$ cat src/logic/pmlr_pkg.sv
`default_nettype none
package pmlr_pkg;
  localparam int          ADDR_W       = 32;
  localparam int          DATA_W       = 32;
  localparam int          CBE_W        = 4;
  localparam int          LEN_W_DEF    = 8;
  localparam int          FIFO_DEPTH   = 8;
  localparam int          QWORD_BIT    = 2;
  localparam logic [3:0]  ST_IDLE      = 4'h0;
  localparam logic [3:0]  ST_ADDR_LOAD = 4'h1;
  localparam logic [3:0]  ST_BUS_XFER  = 4'h2;
  localparam logic [3:0]  ST_BUS_TERM  = 4'h3;
  localparam logic [1:0]  END_NONE     = 2'h0;
  localparam logic [1:0]  END_NORMAL   = 2'h1;
  typedef enum logic [2:0] {
    S_IDLE,
    S_REQ,
    S_GRANT,
    S_LOAD,
    S_ADDR,
    S_DATA,
    S_TURN
  } pmlr_fsm_t;
endpackage
`default_nettype wire

$ cat src/logic/pmlr_top.sv
// Function
// - One local quadword takes two bus phases
// - Unused half of local data reads zero
// - Half strobes say which dword moves
// - Aligned start means first dword is low
// - Bus request one cycle after local request
// - Grant on idle bus starts; local grant follows
// - Request plus grant gives address-loading status
// - Address phase drives frame, address, command, status
// - Counter loads length, drops per data phase
// - Drop bus request if wide request absent
// - Turnaround floats bus, drives enables, maybe ready
// - Devsel without ack64 clears wide indication
// - Frame stays asserted until initiator ready is given for the last phase
// - Phase completes when both ready signals low
// - Low dword: low data, low strobe only
// - Initiator ready follows previous local ready
// - High dword: high data, high strobe only
// - After last phase release, terminate normally
`timescale 1ns/1ps
`default_nettype none

module pmlr_fifo #(
  parameter int W     = 33,
  parameter int DEPTH = 8
) (
  input  wire logic                       clk,       // Clock
  input  wire logic                       sys_rst,   // Sync reset
  input  wire logic                       in_valid,  // Push request
  output logic                            in_ready,  // Room for a push
  input  wire logic [W-1:0]               in_data,   // Push data
  output logic                            out_valid, // Head is valid
  input  wire logic                       out_ready, // Pop request
  output logic [W-1:0]                    out_data,  // Head data
  output logic [$clog2(DEPTH):0]          level      // Words held
);
  localparam int AW = $clog2(DEPTH);

  typedef struct packed {
    logic [DEPTH-1:0][W-1:0] mem;
    logic [AW-1:0]           wp;
    logic [AW-1:0]           rp;
    logic [AW:0]             cnt;
  } pmlr_fifo_t;

  pmlr_fifo_t r;
  pmlr_fifo_t n;
  logic       push;
  logic       pop;

  generate
    if (DEPTH < 2 || (DEPTH & (DEPTH - 1)) != 0) begin : g_bad_depth
      $error("pmlr_fifo: DEPTH must be a power of two, at least 2");
    end
  endgenerate

  assign in_ready  = (r.cnt != DEPTH[AW:0]);
  assign out_valid = (r.cnt != '0);
  assign out_data  = r.mem[r.rp];
  assign level     = r.cnt;
  assign push      = in_valid && in_ready;
  assign pop       = out_valid && out_ready;

  always_comb begin
    n = r;
    if (push) begin
      n.mem[r.wp] = in_data;
      n.wp        = r.wp + 1'b1;
    end
    if (pop) begin
      n.rp = r.rp + 1'b1;
    end
    if (push && !pop) begin
      n.cnt = r.cnt + 1'b1;
    end else if (pop && !push) begin
      n.cnt = r.cnt - 1'b1;
    end
    if (sys_rst) begin
      n = '0;
    end
  end

  always_ff @(posedge clk) begin
    r <= n;
  end
endmodule // pmlr_fifo

module pmlr_top #(
  parameter int LEN_W = pmlr_pkg::LEN_W_DEF,
  parameter int DEPTH = pmlr_pkg::FIFO_DEPTH
) (
  input  wire logic                         clk,                 // Bus clock
  input  wire logic                         sys_rst,             // Sync reset
  input  wire logic                         local_req_narrow_n,  // 32-bit transfer request
  input  wire logic                         local_req_wide_n,    // 64-bit transfer request
  input  wire logic [pmlr_pkg::ADDR_W-1:0]  local_addr_in,       // Start address
  input  wire logic [pmlr_pkg::CBE_W-1:0]   local_cmd_byteen_in, // Command, then byte enables
  input  wire logic [LEN_W-1:0]             local_burst_len_in,  // Burst length in dwords
  input  wire logic                         local_ready_n,       // Local can take read data
  output logic                              local_grant_n,       // Local grant
  output logic [3:0]                        local_master_state,  // Local status code
  output logic [1:0]                        end_cause_code,      // Termination cause
  output logic [LEN_W-1:0]                  burst_remaining_count, // Phases still to run
  output logic                              wide_xfer_active_n,  // Transfer is 64-bit wide
  output logic                              low_half_xfer_n,     // Low dword strobe
  output logic                              high_half_xfer_n,    // High dword strobe
  output logic [2*pmlr_pkg::DATA_W-1:0]     local_data_out,      // Read data to local
  output logic                              pci_req_n,           // Bus request to arbiter
  input  wire logic                         pci_gnt_n,           // Bus grant
  input  wire logic                         pci_frame_n_in,      // Frame pin level
  output logic                              pci_frame_n_out,     // Frame drive value
  output logic                              pci_frame_n_oe,      // Frame driven
  input  wire logic                         pci_irdy_n_in,       // Initiator ready pin level
  output logic                              pci_irdy_n_out,      // Initiator ready drive value
  output logic                              pci_irdy_n_oe,       // Initiator ready driven
  input  wire logic                         pci_trdy_n,          // Target ready
  input  wire logic                         pci_devsel_n,        // Device select
  input  wire logic                         pci_ack64_n,         // 64-bit acknowledge
  input  wire logic [pmlr_pkg::DATA_W-1:0]  pci_ad_in,           // Address/data pin level
  output logic [pmlr_pkg::DATA_W-1:0]       pci_ad_out,          // Address/data drive value
  output logic                              pci_ad_oe,           // Address/data driven
  output logic [pmlr_pkg::CBE_W-1:0]        pci_cbe_n_out,       // Command/byte enables
  output logic                              pci_cbe_n_oe         // Command/byte enables driven
);
  import pmlr_pkg::*;

  localparam int LW = $clog2(DEPTH) + 1;

  typedef struct packed {
    pmlr_fsm_t         fsm;
    logic              req_n;
    logic              grant_n;
    logic              frame_n;
    logic              frame_oe;
    logic              irdy_n;
    logic              irdy_oe;
    logic              ad_oe;
    logic [ADDR_W-1:0] ad;
    logic              cbe_oe;
    logic [CBE_W-1:0]  cbe;
    logic [3:0]        status;
    logic [1:0]        cause;
    logic              wide_n;
    logic [LEN_W-1:0]  count;
    logic              half_hi;
  } pmlr_core_t;

  pmlr_core_t         r;
  pmlr_core_t         n;
  logic               done;
  logic               bus_idle;
  logic               room;
  logic               ask_irdy;
  logic [LEN_W-1:0]   rem;
  logic               fifo_in_ready;
  logic               fifo_out_valid;
  logic               fifo_out_ready;
  logic [DATA_W:0]    fifo_out_data;
  logic [LW-1:0]      fifo_level;
  logic [LW-1:0]      fill_after;

  generate
    // Length-one constants are built by zero-padding, so at least two bits
    if (LEN_W < 2 || LEN_W > 16) begin : g_bad_len
      $error("pmlr_top: LEN_W must lie between 2 and 16");
    end
  endgenerate

  // Bus pins share this clock, so they are read directly
  assign done     = r.irdy_oe && !r.irdy_n && !pci_trdy_n;
  assign bus_idle = pci_frame_n_in && pci_irdy_n_in;
  assign rem      = r.count - {{(LEN_W-1){1'b0}}, done};

  // A phase may complete this cycle and the next, so one slot must stay free
  assign fill_after = fifo_level + {{(LW-1){1'b0}}, done};
  assign room       = fifo_in_ready && (fill_after < DEPTH[LW-1:0]);
  assign ask_irdy   = !local_ready_n && room;

  always_comb begin
    n = r;
    unique case (r.fsm)
      S_IDLE: begin
        if (!local_req_narrow_n) begin
          n.req_n  = 1'b0;
          n.status = ST_IDLE;
          n.cause  = END_NONE;
          n.fsm    = S_REQ;
        end
      end
      S_REQ: begin
        if (local_req_narrow_n) begin
          n.req_n = 1'b1;
          n.fsm   = S_IDLE;
        end else if (!pci_gnt_n && bus_idle) begin
          n.grant_n = 1'b0;
          n.fsm     = S_GRANT;
        end
      end
      S_GRANT: begin
        n.grant_n = pci_gnt_n;
        if (local_req_narrow_n) begin
          n.req_n   = 1'b1;
          n.grant_n = 1'b1;
          n.fsm     = S_IDLE;
        end else if (pci_gnt_n) begin
          n.fsm = S_REQ;
        end else begin
          n.status = ST_ADDR_LOAD;
          n.fsm    = S_LOAD;
        end
      end
      S_LOAD: begin
        // Request fields are latched straight into the address phase drivers
        n.grant_n  = pci_gnt_n;
        n.frame_n  = 1'b0;
        n.frame_oe = 1'b1;
        n.ad       = local_addr_in;
        n.ad_oe    = 1'b1;
        n.cbe      = local_cmd_byteen_in;
        n.cbe_oe   = 1'b1;
        n.status   = ST_BUS_XFER;
        n.wide_n   = local_req_wide_n;
        // Zero length would wrap the counter into 2**LEN_W phases; it runs as one phase
        n.count    = (local_burst_len_in == '0) ? {{(LEN_W-1){1'b0}}, 1'b1}
                                                : local_burst_len_in;
        n.half_hi  = local_addr_in[QWORD_BIT];
        n.fsm      = S_ADDR;
      end
      S_ADDR: begin
        n.grant_n = pci_gnt_n;
        n.ad_oe   = 1'b0;
        n.cbe     = local_cmd_byteen_in;
        n.irdy_oe = 1'b1;
        n.irdy_n  = !ask_irdy;
        n.frame_n = ask_irdy && (r.count == {{(LEN_W-1){1'b0}}, 1'b1});
        if (local_req_wide_n) begin
          n.req_n = 1'b1;
        end
        n.fsm = S_DATA;
      end
      S_DATA: begin
        n.grant_n = pci_gnt_n;
        n.cbe     = local_cmd_byteen_in;
        if (!pci_devsel_n && pci_ack64_n) begin
          n.wide_n = 1'b1;
        end
        if (local_req_wide_n) begin
          n.req_n = 1'b1;
        end
        if (done) begin
          n.count   = rem;
          n.half_hi = !r.half_hi;
        end
        if (done && rem == '0) begin
          n.frame_n  = 1'b1;
          n.frame_oe = 1'b0;
          n.cbe_oe   = 1'b0;
          n.irdy_n   = 1'b1;
          n.req_n    = 1'b1;
          n.grant_n  = 1'b1;
          n.status   = ST_BUS_TERM;
          n.cause    = END_NORMAL;
          n.fsm      = S_TURN;
        end else begin
          // Once asserted, initiator ready holds until its phase completes
          if (!r.irdy_n && !done) begin
            n.irdy_n = 1'b0;
          end else begin
            n.irdy_n = !ask_irdy;
          end
          n.frame_n = !n.irdy_n && (rem == {{(LEN_W-1){1'b0}}, 1'b1});
        end
      end
      S_TURN: begin
        n.irdy_oe = 1'b0;
        n.irdy_n  = 1'b1;
        n.fsm     = S_IDLE;
      end
      default: begin
        n.fsm = S_IDLE;
      end
    endcase
    if (sys_rst) begin
      n          = '0;
      n.fsm      = S_IDLE;
      n.req_n    = 1'b1;
      n.grant_n  = 1'b1;
      n.frame_n  = 1'b1;
      n.irdy_n   = 1'b1;
      n.cbe      = '1;
      n.status   = ST_IDLE;
      n.cause    = END_NONE;
      n.wide_n   = 1'b1;
    end
  end

  always_ff @(posedge clk) begin
    r <= n;
  end

  // Read data waits here while the local side holds off
  pmlr_fifo #(
    .W     (DATA_W + 1),
    .DEPTH (DEPTH)
  ) u_fifo (
    .clk       (clk),
    .sys_rst   (sys_rst),
    .in_valid  (done),
    .in_ready  (fifo_in_ready),
    .in_data   ({r.half_hi, pci_ad_in}),
    .out_valid (fifo_out_valid),
    .out_ready (fifo_out_ready),
    .out_data  (fifo_out_data),
    .level     (fifo_level)
  );

  assign fifo_out_ready   = !local_ready_n;
  // Strobes mark the one cycle the local side may take the word
  assign low_half_xfer_n  = !(fifo_out_valid && !local_ready_n && !fifo_out_data[DATA_W]);
  assign high_half_xfer_n = !(fifo_out_valid && !local_ready_n && fifo_out_data[DATA_W]);
  assign local_data_out   = !fifo_out_valid        ? '0 :
                            fifo_out_data[DATA_W] ? {fifo_out_data[DATA_W-1:0], {DATA_W{1'b0}}} :
                                                    {{DATA_W{1'b0}}, fifo_out_data[DATA_W-1:0]};

  assign local_grant_n         = r.grant_n;
  assign local_master_state    = r.status;
  assign end_cause_code        = r.cause;
  assign burst_remaining_count = r.count;
  assign wide_xfer_active_n    = r.wide_n;
  assign pci_req_n             = r.req_n;
  assign pci_frame_n_out       = r.frame_n;
  assign pci_frame_n_oe        = r.frame_oe;
  assign pci_irdy_n_out        = r.irdy_n;
  assign pci_irdy_n_oe         = r.irdy_oe;
  assign pci_ad_out            = r.ad;
  assign pci_ad_oe             = r.ad_oe;
  assign pci_cbe_n_out         = r.cbe;
  assign pci_cbe_n_oe          = r.cbe_oe;
endmodule // pmlr_top

`default_nettype wire

$ cat config.mk
export PLATFORM = sky130hd
export DESIGN_NAME = pmlr_top
export DESIGN_NICKNAME = d
export VERILOG_FILES = /design/src/logic/pmlr_pkg.sv /design/src/logic/pmlr_top.sv
export SDC_FILE = /design/constraint.sdc
export NUM_CORES = 1
export LEC_CHECK = 0
export BUFFER_PORTS_ARGS = -buffer_cell sky130_fd_sc_hd__buf_4
export CORE_MARGIN = 1
export CORE_UTILIZATION = 40
export DETAILED_ROUTE_END_ITERATION = 8
export GPL_ROUTABILITY_DRIVEN = 0
export MAX_ROUTING_LAYER = met4
export PLACE_DENSITY = 0.63
export SETUP_SLACK_MARGIN = 0.5
export SLEW_MARGIN = 10
export SYNTH_ARGS = -nofsm -noshare
export SYNTH_HDL_FRONTEND = slang
export SYNTH_HIERARCHICAL = 1
export SYNTH_SLANG_ARGS = --single-unit
$ cat constraint.sdc
create_clock -name clk -period 3.38 [get_ports clk]
set_input_delay 0 -clock clk [delete_from_list [all_inputs] [get_ports clk]]
set_output_delay 0 -clock clk [all_outputs]
set_load 0.02 [all_outputs]
==> results.tsv, run 1 <==
metric	value	unit
status	completed	
grt_pass1_vias	13000	
min_from	pci_frame_n_in	
required	3380	ps
drcViolationCount	0	
place.port_buffers	208	
cts_root_buf	clkbuf_16	
nFillCells	3681	
clk_latency	530	ps
fin_cells	2537	
grt_max_degree	156	
synth_flop_cell	dfxtp_1	
die_x	199	µm
htree_levels	2	
die_area	39700	µm²
synth_edf_count	0	
cts_inserted_buffers	37	
io_pins	212	
ys_seq_area_frac	0.428	
num_rows	71	
drt_iter0_drc	833	
wirelength	44500	µm
cpLargestDelayFamily	multiplexers	
vias	13300	
cts_tree	done	
synth_warnings	6	
dp_cells	2388	
timing_worst_setup_path_type	register to output pin	
layout_commonest_cell	nand2_1	
rsz0062_at_grt	yes	
cpPeakStageDelay	580	ps
drv_cap	0	
drt-wirelength-per-cell	17.5	µm
place_area	16800	µm²
antenna_left	0	
path_common_cell	buf_4	
async_reset_ff_frac	0	
max_slew.worst_pin.slew	994	ps
hpwl	26300	µm
r2r_cells	11	
crit_chain	buf_4 > mux4_2 > mux2_2 > and3_1 > buf_4	
setup_viol_count_final	0	
hold_viol	0	
final_cell_mix	nand2_1 (619), dfxtp_1 (330), a21oi_1 (324), buf_4 (244), dlygate4sd3_1 (82)	
max_freq	351	MHz
coreArea	38000	µm²
fin_crit	2850	ps
power.total	9.28	mW
syn_avg_cell_area	8.37	µm²
clockBufferDepth	3	
nets	2096	
gr-total-overflow	0	
max-slew-margin-rel	0.337	
ff2ff_setup_slack	650	ps
netlist_instances	1861	
area_delta_synth_final	20.6	%
dr.pass1.iters	5	
synth_area	15600	µm²
ys_ff_latch	333	
path_max_fanout	27	
critPathLaunchType	register	
skew	21.4	ps
synth_cell_types	61	
power_per_cell_area	494	nW/µm²
hold_class	input pin to register	
reg2reg_to	local_master_state[1]	
clkTransAtPathRegs	60	ps
hold_depth	6	
die_y	199	µm
crit_buf_inv	2	
cp.arrival	2850	ps
final_cell_area	18800	µm²
min_to	r[60]	
fin_crit_sh	0.843	
setup_tns	0	ps
report.final.slew_viol_count	0	
antenna_found_initial	1	
crit_path_top_delay_cell	dfxtp_4	
ir_worst_vdd	0.357	mV
r2r_start	pci_irdy_n_oe	
cts.sinks	333	
whs	21.8	ps
grt_util_all_layers	0.231	
worstSetupEndpointType	output pin	
via_per_inst	5.26	
final_layout_size_suffix_gt1_frac	0.211	
power_leakage	6.81	nW
grt_pass1_wl	70100	µm
start_util	0.409	
## cells in the mapped netlist (all sizes together) (2+ instances only)
cell type	count	area share
mux4	66	0.095
nor4b	3	0.0046
clkbuf	75	0.018
or4b	2	0.0013
nand4	4	0.0016
a31oi	4	0.0016
xor2	7	0.0039
o22ai	2	0.00080
inv	10	0.0026
or4	5	0.0031
nor3b	7	0.0040
a21boi	2	0.00096
nand3	17	0.0061
nor4	6	0.0043
mux2	34	0.025
o21a	3	0.0014
nor2	41	0.0099
or2	3	0.0012
buf	156	0.070
nor3	5	0.0023
and2	32	0.013
nand3b	5	0.0027
xnor2	4	0.0023
a21o	3	0.0014
a211oi	7	0.0037
nand2	619	0.15
ha	7	0.0056
dfxtp	333	0.43
nor2b	7	0.0028
o21ai	15	0.0048
a21oi	325	0.10
and3	35	0.014
## kinds of logic (layout without fill, tap and decap cells)
| family | after synthesis | in the layout | synth area share |
|---|---|---|---|
| AO/OA/AOI/OAI | 370 | 370 | 0.124 |
| XOR/XNOR | 11 | 11 | 0.00619 |
| adder cells (fa/ha/maj) | 8 | 8 | 0.00691 |
| buffers and inverters | 241 | 403 | 0.0902 |
| flip-flops | 333 | 333 | 0.428 |
| multiplexers | 101 | 101 | 0.121 |
| other | 1 | 4 | 0.000241 |
| AND/OR/NAND/NOR | 796 | 796 | 0.223 |
## worst max path at each step
stage	startpoint	end	slack, ps	depth (start not counted)
floorplan	pci_irdy_n_oe	local_master_state[1]	530	11
global placement	pci_irdy_n_oe	local_master_state[1]	530	11
detailed placement	pci_irdy_n_oe	local_master_state[1]	480	11
CTS	u_fifo/r[5]	local_data_out[62]	510	5
global route	u_fifo/r[5]	local_data_out[36]	440	5
finish	u_fifo/r[5]	local_data_out[60]	530	5
## flip-flops by register name, indices dropped and copies added, names as in the netlist
name and count:
burst_remaining_count 8, end_cause_code 1, local_grant_n 1, local_master_state 2, pci_ad_oe 1, pci_ad_out 32
pci_cbe_n_oe 1, pci_cbe_n_out 4, pci_frame_n_out 1, pci_irdy_n_oe 1, pci_irdy_n_out 1, pci_req_n 1
r 4, u_fifo/level 4, u_fifo/r 270, wide_xfer_active_n 1
## routing by layer
metal | vias to the layer above | GRT usage | share of wire
li1 | 6446 | - | -
met1 | 6338 | 0.280 | 0.41
met2 | 456 | 0.392 | 0.50
met3 | 92 | 0.0321 | 0.066
met4 | 0 | 0.0801 | 0.026
met5 | - | - | 0
## area by class of cell
class	count	area, µm²	share of cell area
Tap cell	511	639	0.0341
Timing Repair Buffer	330	2730	0.145
Clock inverter	6	80.1	0.00427
Multi-Input combinational cell	1289	7540	0.401
Clock buffer	57	1070	0.0571
Sequential cell	333	6680	0.356
Inverter	10	40.0	0.00213
Antenna cell	1	2.50	0.000133
## worst min-delay path, stage by stage
cell	delay, ps
buf_4	80
nand2_1	40
nor2_1	120
o21ai_0	90
nand2_1	80
a31oi_1	70
## where the power goes
part / switching [mW] / internal, mW / leakage [nW]
registers: 0.0752 / 3.97 / 2.68
clock network: 1.60 / 2.27 / 0.559
logic: 0.855 / 0.515 / 3.57
## per-stage QoR
step / worst slack (ps) / util
2_1_floorplan: 527 / -
3_3_place_gp: 535 / 0.441
3_5_place_dp: 480 / 0.441
4_1_cts: 508 / 0.493
5_1_grt: 437 / 0.494
6_report: 532 / 0.494
## what timing repair did
action                                  4_1_cts  5_1_grt
hold endpoints to repair                    310        0
pin swaps                                     1        1
resized for setup                             1        1
endpoints found under the setup margin        1       26
buffers inserted                              0        3
hold buffers                                 82        0
(Power assumes the default switching activity.)
==> run 2: changes to the inputs <==
--- a/config.mk
+++ b/config.mk
@@ -11,7 +11,7 @@
 export DETAILED_ROUTE_END_ITERATION = 8
 export GPL_ROUTABILITY_DRIVEN = 0
 export MAX_ROUTING_LAYER = met4
-export PLACE_DENSITY = 0.63
+export PLACE_DENSITY = 0.65
 export SETUP_SLACK_MARGIN = 0.5
 export SLEW_MARGIN = 10
 export SYNTH_ARGS = -nofsm -noshare
==> constraint.sdc (replaced) <==
create_clock -name clk -period 2.55 [get_ports clk]
set_input_delay 0 -clock clk [delete_from_list [all_inputs] [get_ports clk]]
set_output_delay 0 -clock clk [all_outputs]
set_load 0.02 [all_outputs]
==> run 2 against run 1 <==
Net effect:
- register-to-register slack worse by 530 ps
- routed wire length up 35%
- sequential power up 33%
- total power up 53%
- final area up 18%
- critical path depth up 2
- clock power up 44%
- core utilization up 8.9 points
- count of clock-buffer cells in the layout up 3
- sequential share of layout area down 5.4 points
- die area unchanged
==> results.tsv, run 2 (synthesis results as in run 1) <==
metric	value	unit	change
status	completed		unchanged
num_rows	71		unchanged
skew	30.5	ps	was 21.4 ps
rsz0062_at_grt	yes		unchanged
cts.sinks	333		unchanged
worstSetupEndpointType	output pin		unchanged
wirelength	59900	µm	was 44500 µm
final_layout_size_suffix_gt1_frac	0.321		was 0.211
timing_worst_setup_path_type	register to output pin		unchanged
die_area	39700	µm²	unchanged
max-slew-margin-rel	0.570		was 0.337
cpPeakStageDelay	550	ps	was 580 ps
grt_max_degree	112		was 156
cpLargestDelayFamily	multiplexers		unchanged
cts_inserted_buffers	38		was 37
fin_crit_sh	0.999		
crit_path_top_delay_cell	mux4_2		was dfxtp_4
cp.arrival	2550	ps	was 2850 ps
ir_worst_vdd	0.512	mV	was 0.357 mV
vias	15200		was 13300
clockBufferDepth	3		unchanged
antenna_found_initial	1		unchanged
fin_ws	3.26	ps	was 532 ps
area_delta_synth_final	42.3	%	was 20.6%
start_util	0.409		unchanged
cts_tree	done		unchanged
drt_iter0_drc	1570		was 833
crit_chain	mux4_2 > mux2_4 > nor2b_4 > buf_12 > clkbuf_16 > and2_4 > buf_6		was buf_4 > mux4_2 > mux2_2 > and3_1 > buf_4
clk_latency	550	ps	was 530 ps
die_y	199	µm	unchanged
grt_pass1_wl	76900	µm	was 70100 µm
place.port_buffers	208		unchanged
layout_commonest_cell	nand2_1		unchanged
drt-wirelength-per-cell	22.4	µm	was 17.5 µm
cts_root_buf	clkbuf_16		unchanged
io_pins	212		unchanged
largest_register_ffs	270		unchanged
final_cell_mix	nand2_1 (580), dfxtp_1 (322), a21oi_1 (304), buf_4 (195), dlygate4sd3_1 (110)		was nand2_1 (619), dfxtp_1 (330), a21oi_1 (324), buf_4 (244), dlygate4sd3_1 (82)
antenna_left	0		unchanged
gr-total-overflow	0		unchanged
hpwl	25500	µm	was 26300 µm
power_leakage	8.12	nW	was 6.81 nW
htree_levels	2		unchanged
critPathLaunchType	register		unchanged
drv_cap	0		unchanged
fin_crit	2550	ps	
place_area	17000	µm²	was 16800 µm²
drcViolationCount	0		unchanged
die_x	199	µm	unchanged
via_per_inst	5.69		was 5.26
power.total	14.2	mW	was 9.28 mW
clkTransAtPathRegs	60	ps	about the same
hold_class	input pin to register		unchanged
required	2550	ps	was 3380 ps
nets	2229		was 2096
setup_viol_count_final	0		unchanged
max_freq	393	MHz	
ff2ff_setup_slack	120	ps	was 650 ps
grt_util_all_layers	0.256		was 0.231
power_per_cell_area	640	nW/µm²	was 494 nW/µm²
crit_buf_inv	3		was 2
regMostFlops	u_fifo/r		unchanged
path_max_fanout	7		was 27
hold_viol	0		unchanged
nFillCells	3071		was 3681
pre_cts_ws	-102	ps	was 480 ps
grt_pass1_vias	14000		was 13000
max_slew.worst_pin.slew	646	ps	was 994 ps
coreArea	38000	µm²	unchanged
dr.pass1.iters	6		was 5
report.final.slew_viol_count	0		unchanged
final_cell_area	22200	µm²	was 18800 µm²
run 2: cell types whose count changed in the layout (fill, tap and decap cells not counted), sizes merged, moves of 4 or more:
cell	delta
buf	+66
clkbuf	+33
dlygate4sd3	+28
clkinv	+5
or4	+5
inv	-4
run 2: repair_timing:
action / 4_1_cts / 5_1_grt
hold endpoints to repair: 322 / 0
setup buffers: 23 / 32
resized for setup: 76 / 237
setup endpoints to repair: 250 / 345
pin swaps: 36 / 49
hold buffers: 110 / 0
cloned: 12 / 36
run 2: layout make-up:
class	count	area, µm²	area share
inverters	10	50.0	0.00226
well taps	511	639	0.0289
multi-input cells	1295	8360	0.377
clock buffers	60	1160	0.0522
diodes	1	2.50	0.000113
clock inverters	8	119	0.00537
repair buffers	456	5140	0.232
flip-flops and latches	333	6690	0.302
run 2: worst register-to-register path, stage by stage, from the launching register on:
cell and delay [ps]:
dfxtp_4 360, nand2b_4 50, or2_4 240, clkinv_4 60
ha_4 140, or3b_4 430, o21a_1 240, nor3_2 150
nand4_1 190, or2_1 300, a211oi_2 190
run 2: per-stage QoR:
step | hold slack, ps | std cells | util | TNS [ps]
2_1_floorplan | 131 | 1863 | - | 0
3_3_place_gp | 236 | 2392 | 0.448 | -526
3_5_place_dp | 247 | 2392 | 0.448 | -1210
4_1_cts | 93.5 | 2605 | 0.531 | 0
5_1_grt | 160 | 2674 | 0.583 | -929
6_report | 114 | 2674 | 0.583 | 0
run 2: final timing paths:
path / from / to / depth (start not counted)
max: u_fifo/r[4] / local_data_out[19] / 7
min: pci_trdy_n / r[60] / 6
max reg2reg: pci_irdy_n_oe / r[61] / 10
min reg2reg: u_fifo/r[235] / u_fifo/r[235] / 2
run 2: routing by layer:
layer / vias to the layer above / GRT usage / routed length, µm
met4: 0 / 0.0718 / 3140
li1: 6756 / - / -
met2: 948 / 0.428 / 27800
met3: 224 / 0.0447 / 6680
met1: 7280 / 0.318 / 22200
met5: - / - / 0
run 2: power breakdown:
| group | leakage, nW | total (mW) | internal, mW | switching, mW |
|---|---|---|---|---|
| clock | 0.619 | 5.58 | 3.33 | 2.25 |
| combinational | 4.81 | 3.23 | 1.55 | 1.69 |
| sequential | 2.69 | 5.37 | 5.26 | 0.102 |
| total | 8.12 | 14.2 | 10.1 | 4.04 |
==> run 3: changes to the inputs <==
--- a/config.mk
+++ b/config.mk
@@ -10,7 +10,6 @@
 export CORE_UTILIZATION = 40
 export DETAILED_ROUTE_END_ITERATION = 8
 export GPL_ROUTABILITY_DRIVEN = 0
-export MAX_ROUTING_LAYER = met4
 export PLACE_DENSITY = 0.65
 export SETUP_SLACK_MARGIN = 0.5
 export SLEW_MARGIN = 10
==> run 3 against run 2 <==
Net effect:
- core utilization up 0.57 points
- global-route usage down 0.73 points
- critical path depth unchanged
- worst hold slack worse by 1.2 ps
- register-to-register slack about the same
- sequential share of layout area down 0.29 points
- die area unchanged
- sequential power about the same
- largest cell class unchanged
- via count up 1.0%
==> results.tsv, run 3 (synthesis results as in run 1) <==
metric	value	unit	change
path_max_fanout	5		was 7
power.total	14.3	mW	was 14.2 mW
nets	2231		was 2229
fin_crit	2510	ps	was 2550 ps
power_per_cell_area	638	nW/µm²	was 640 nW/µm²
met1Wirelength	21600	µm	was 22200 µm
htree_levels	2		unchanged
dr.pass1.iters	8		was 6
fin_crit_sh	0.986		was 0.999
clkTransAtPathRegs	60	ps	about the same
place.port_buffers	208		unchanged
clk_latency	560	ps	was 550 ps
drcViolationCount	0		unchanged
antenna_found_initial	5		was 1
start_util	0.409		unchanged
hold_viol	0		unchanged
hpwl	25500	µm	unchanged
wl_met3	7260	µm	was 6680 µm
power_leakage	8.21	nW	was 8.12 nW
antenna_left	0		unchanged
status	completed		unchanged
area_delta_synth_final	43.7	%	was 42.3%
max_freq	398	MHz	was 393 MHz
cp.arrival	2510	ps	was 2550 ps
min_to	r[60]		unchanged
worstSetupEndpointType	output pin		unchanged
hold_depth	6		unchanged
pre_cts_ws	-102	ps	unchanged
clockBufferDepth	3		unchanged
vias	15400		was 15200
dp_cells	2392		unchanged
setup_tns	0	ps	unchanged
ff2ff_setup_slack	130	ps	was 120 ps
min_from	pci_trdy_n		unchanged
largest_register_ffs	270		unchanged
ir_worst_vdd	0.491	mV	was 0.512 mV
io_pins	212		unchanged
final_util	0.588		was 0.583
reg2reg_to	local_master_state[0]		was r[61]
num_rows	71		unchanged
cts_inserted_buffers	38		unchanged
r2r_cells	11		was 10
cts.sinks	333		unchanged
r2r_start	pci_irdy_n_oe		unchanged
setup_viol_count_final	0		unchanged
grt_pass1_wl	77000	µm	was 76900 µm
max-slew-margin-rel	0.495		was 0.570
topRoutingLayerUsed	met5		was met4
via_per_inst	5.74		was 5.69
report.final.slew_viol_count	0		unchanged
cts_root_buf	clkbuf_16		unchanged
cts_tree	done		unchanged
drv_cap	0		unchanged
timing_worst_setup_path_type	register to output pin		unchanged
drt_iter0_drc	1727		was 1570
critPathLaunchType	register		unchanged
die_y	199	µm	unchanged
rsz0062_at_grt	yes		unchanged
required	2550	ps	about the same
grt_pass1_vias	14000		about the same
gr-total-overflow	0		unchanged
final_layout_size_suffix_gt1_frac	0.331		was 0.321
hold_class	input pin to register		unchanged
fin_cells	2676		was 2674
drt-wirelength-per-cell	22.5	µm	was 22.4 µm
wirelength	60200	µm	was 59900 µm
layout_commonest_cell	nand2_1		unchanged
grt_max_degree	112		unchanged
grt_util_all_layers	0.249		was 0.256
wl_met2	27700	µm	was 27800 µm
regMostFlops	u_fifo/r		unchanged
die_x	199	µm	unchanged
final_cell_mix	nand2_1 (567), dfxtp_1 (322), a21oi_1 (295), buf_4 (195), dlygate4sd3_1 (110)		was nand2_1 (580), dfxtp_1 (322), a21oi_1 (304), buf_4 (195), dlygate4sd3_1 (110)
die_area	39700	µm²	unchanged
fin_ws	36.6	ps	was 3.26 ps
coreArea	38000	µm²	unchanged
skew	33.3	ps	was 30.5 ps
max_slew.worst_pin.slew	758	ps	was 646 ps
[run 3: cell types whose count changed in the layout (fill, tap and decap cells not counted), sizes merged]
cell    before  now
buf        314  318
bufbuf       2    1
clkbuf      90   89
[run 3: per-stage QoR]
step / hold slack [ps] / area, µm²
2_1_floorplan: 131 / 15700
3_3_place_gp: 236 / 17000
3_5_place_dp: 247 / 17000
4_1_cts: 93.5 / 20200
5_1_grt: 160 / 22400
6_report: 113 / 22400
[run 3: where the power goes]
part / total, mW / internal, mW / switching (mW)
Sequential: 5.34 / 5.26 / 0.0806
Clock: 5.58 / 3.33 / 2.25
Combinational: 3.34 / 1.61 / 1.73
Total: 14.3 / 10.2 / 4.07
[run 3: critical path, stage by stage, from the launching register on]
cell,delay [ps]
dfxtp_4,400
mux4_2,520
mux2_4,340
nor2b_4,150
buf_12,160
clkbuf_16,160
and2_4,140
buf_6,110
[run 3: how the worst max path moves through the flow]
stage | startpoint | end | slack [ps] | cells after the start
2_1_floorplan | pci_irdy_n_oe | local_master_state[1] | 120 | 11
6_report | u_fifo/r[4] | local_data_out[19] | 40 | 7
4_1_cts | u_fifo/r[4] | local_data_out[33] | 30 | 5
3_5_place_dp | u_fifo/r[4] | local_data_out[7] | -100 | 6
5_1_grt | pci_irdy_n_oe | r[61] | -0.3 | 10
3_3_place_gp | u_fifo/r[4] | local_data_out[5] | -40 | 6
[run 3: layout make-up]
class | count | area, µm²
Multi-Input combinational cell | 1295 | 8520
Timing Repair Buffer | 458 | 5190
Clock buffer | 60 | 1160
Antenna cell | 1 | 2.50
Fill cell | 3049 | 15700
Tap cell | 511 | 639
Clock inverter | 8 | 119
Sequential cell | 333 | 6690
Inverter | 10 | 50.0
[run 3: routing by layer]
layer  track usage  up-vias
met5             0        -
met4        0.0732        6
met3        0.0533      259
met2         0.427     1006
met1         0.312     7335
li1              -     6756
[run 3: timing repair]
action                                 CTS  global route
hold buffers                           110             0
setup endpoints to repair              250           345
gates cloned                            12            37
endpoints found under the hold margin  322             0
setup buffers                           23            33
pin swaps                               36            65
gates resized for setup                 76           289
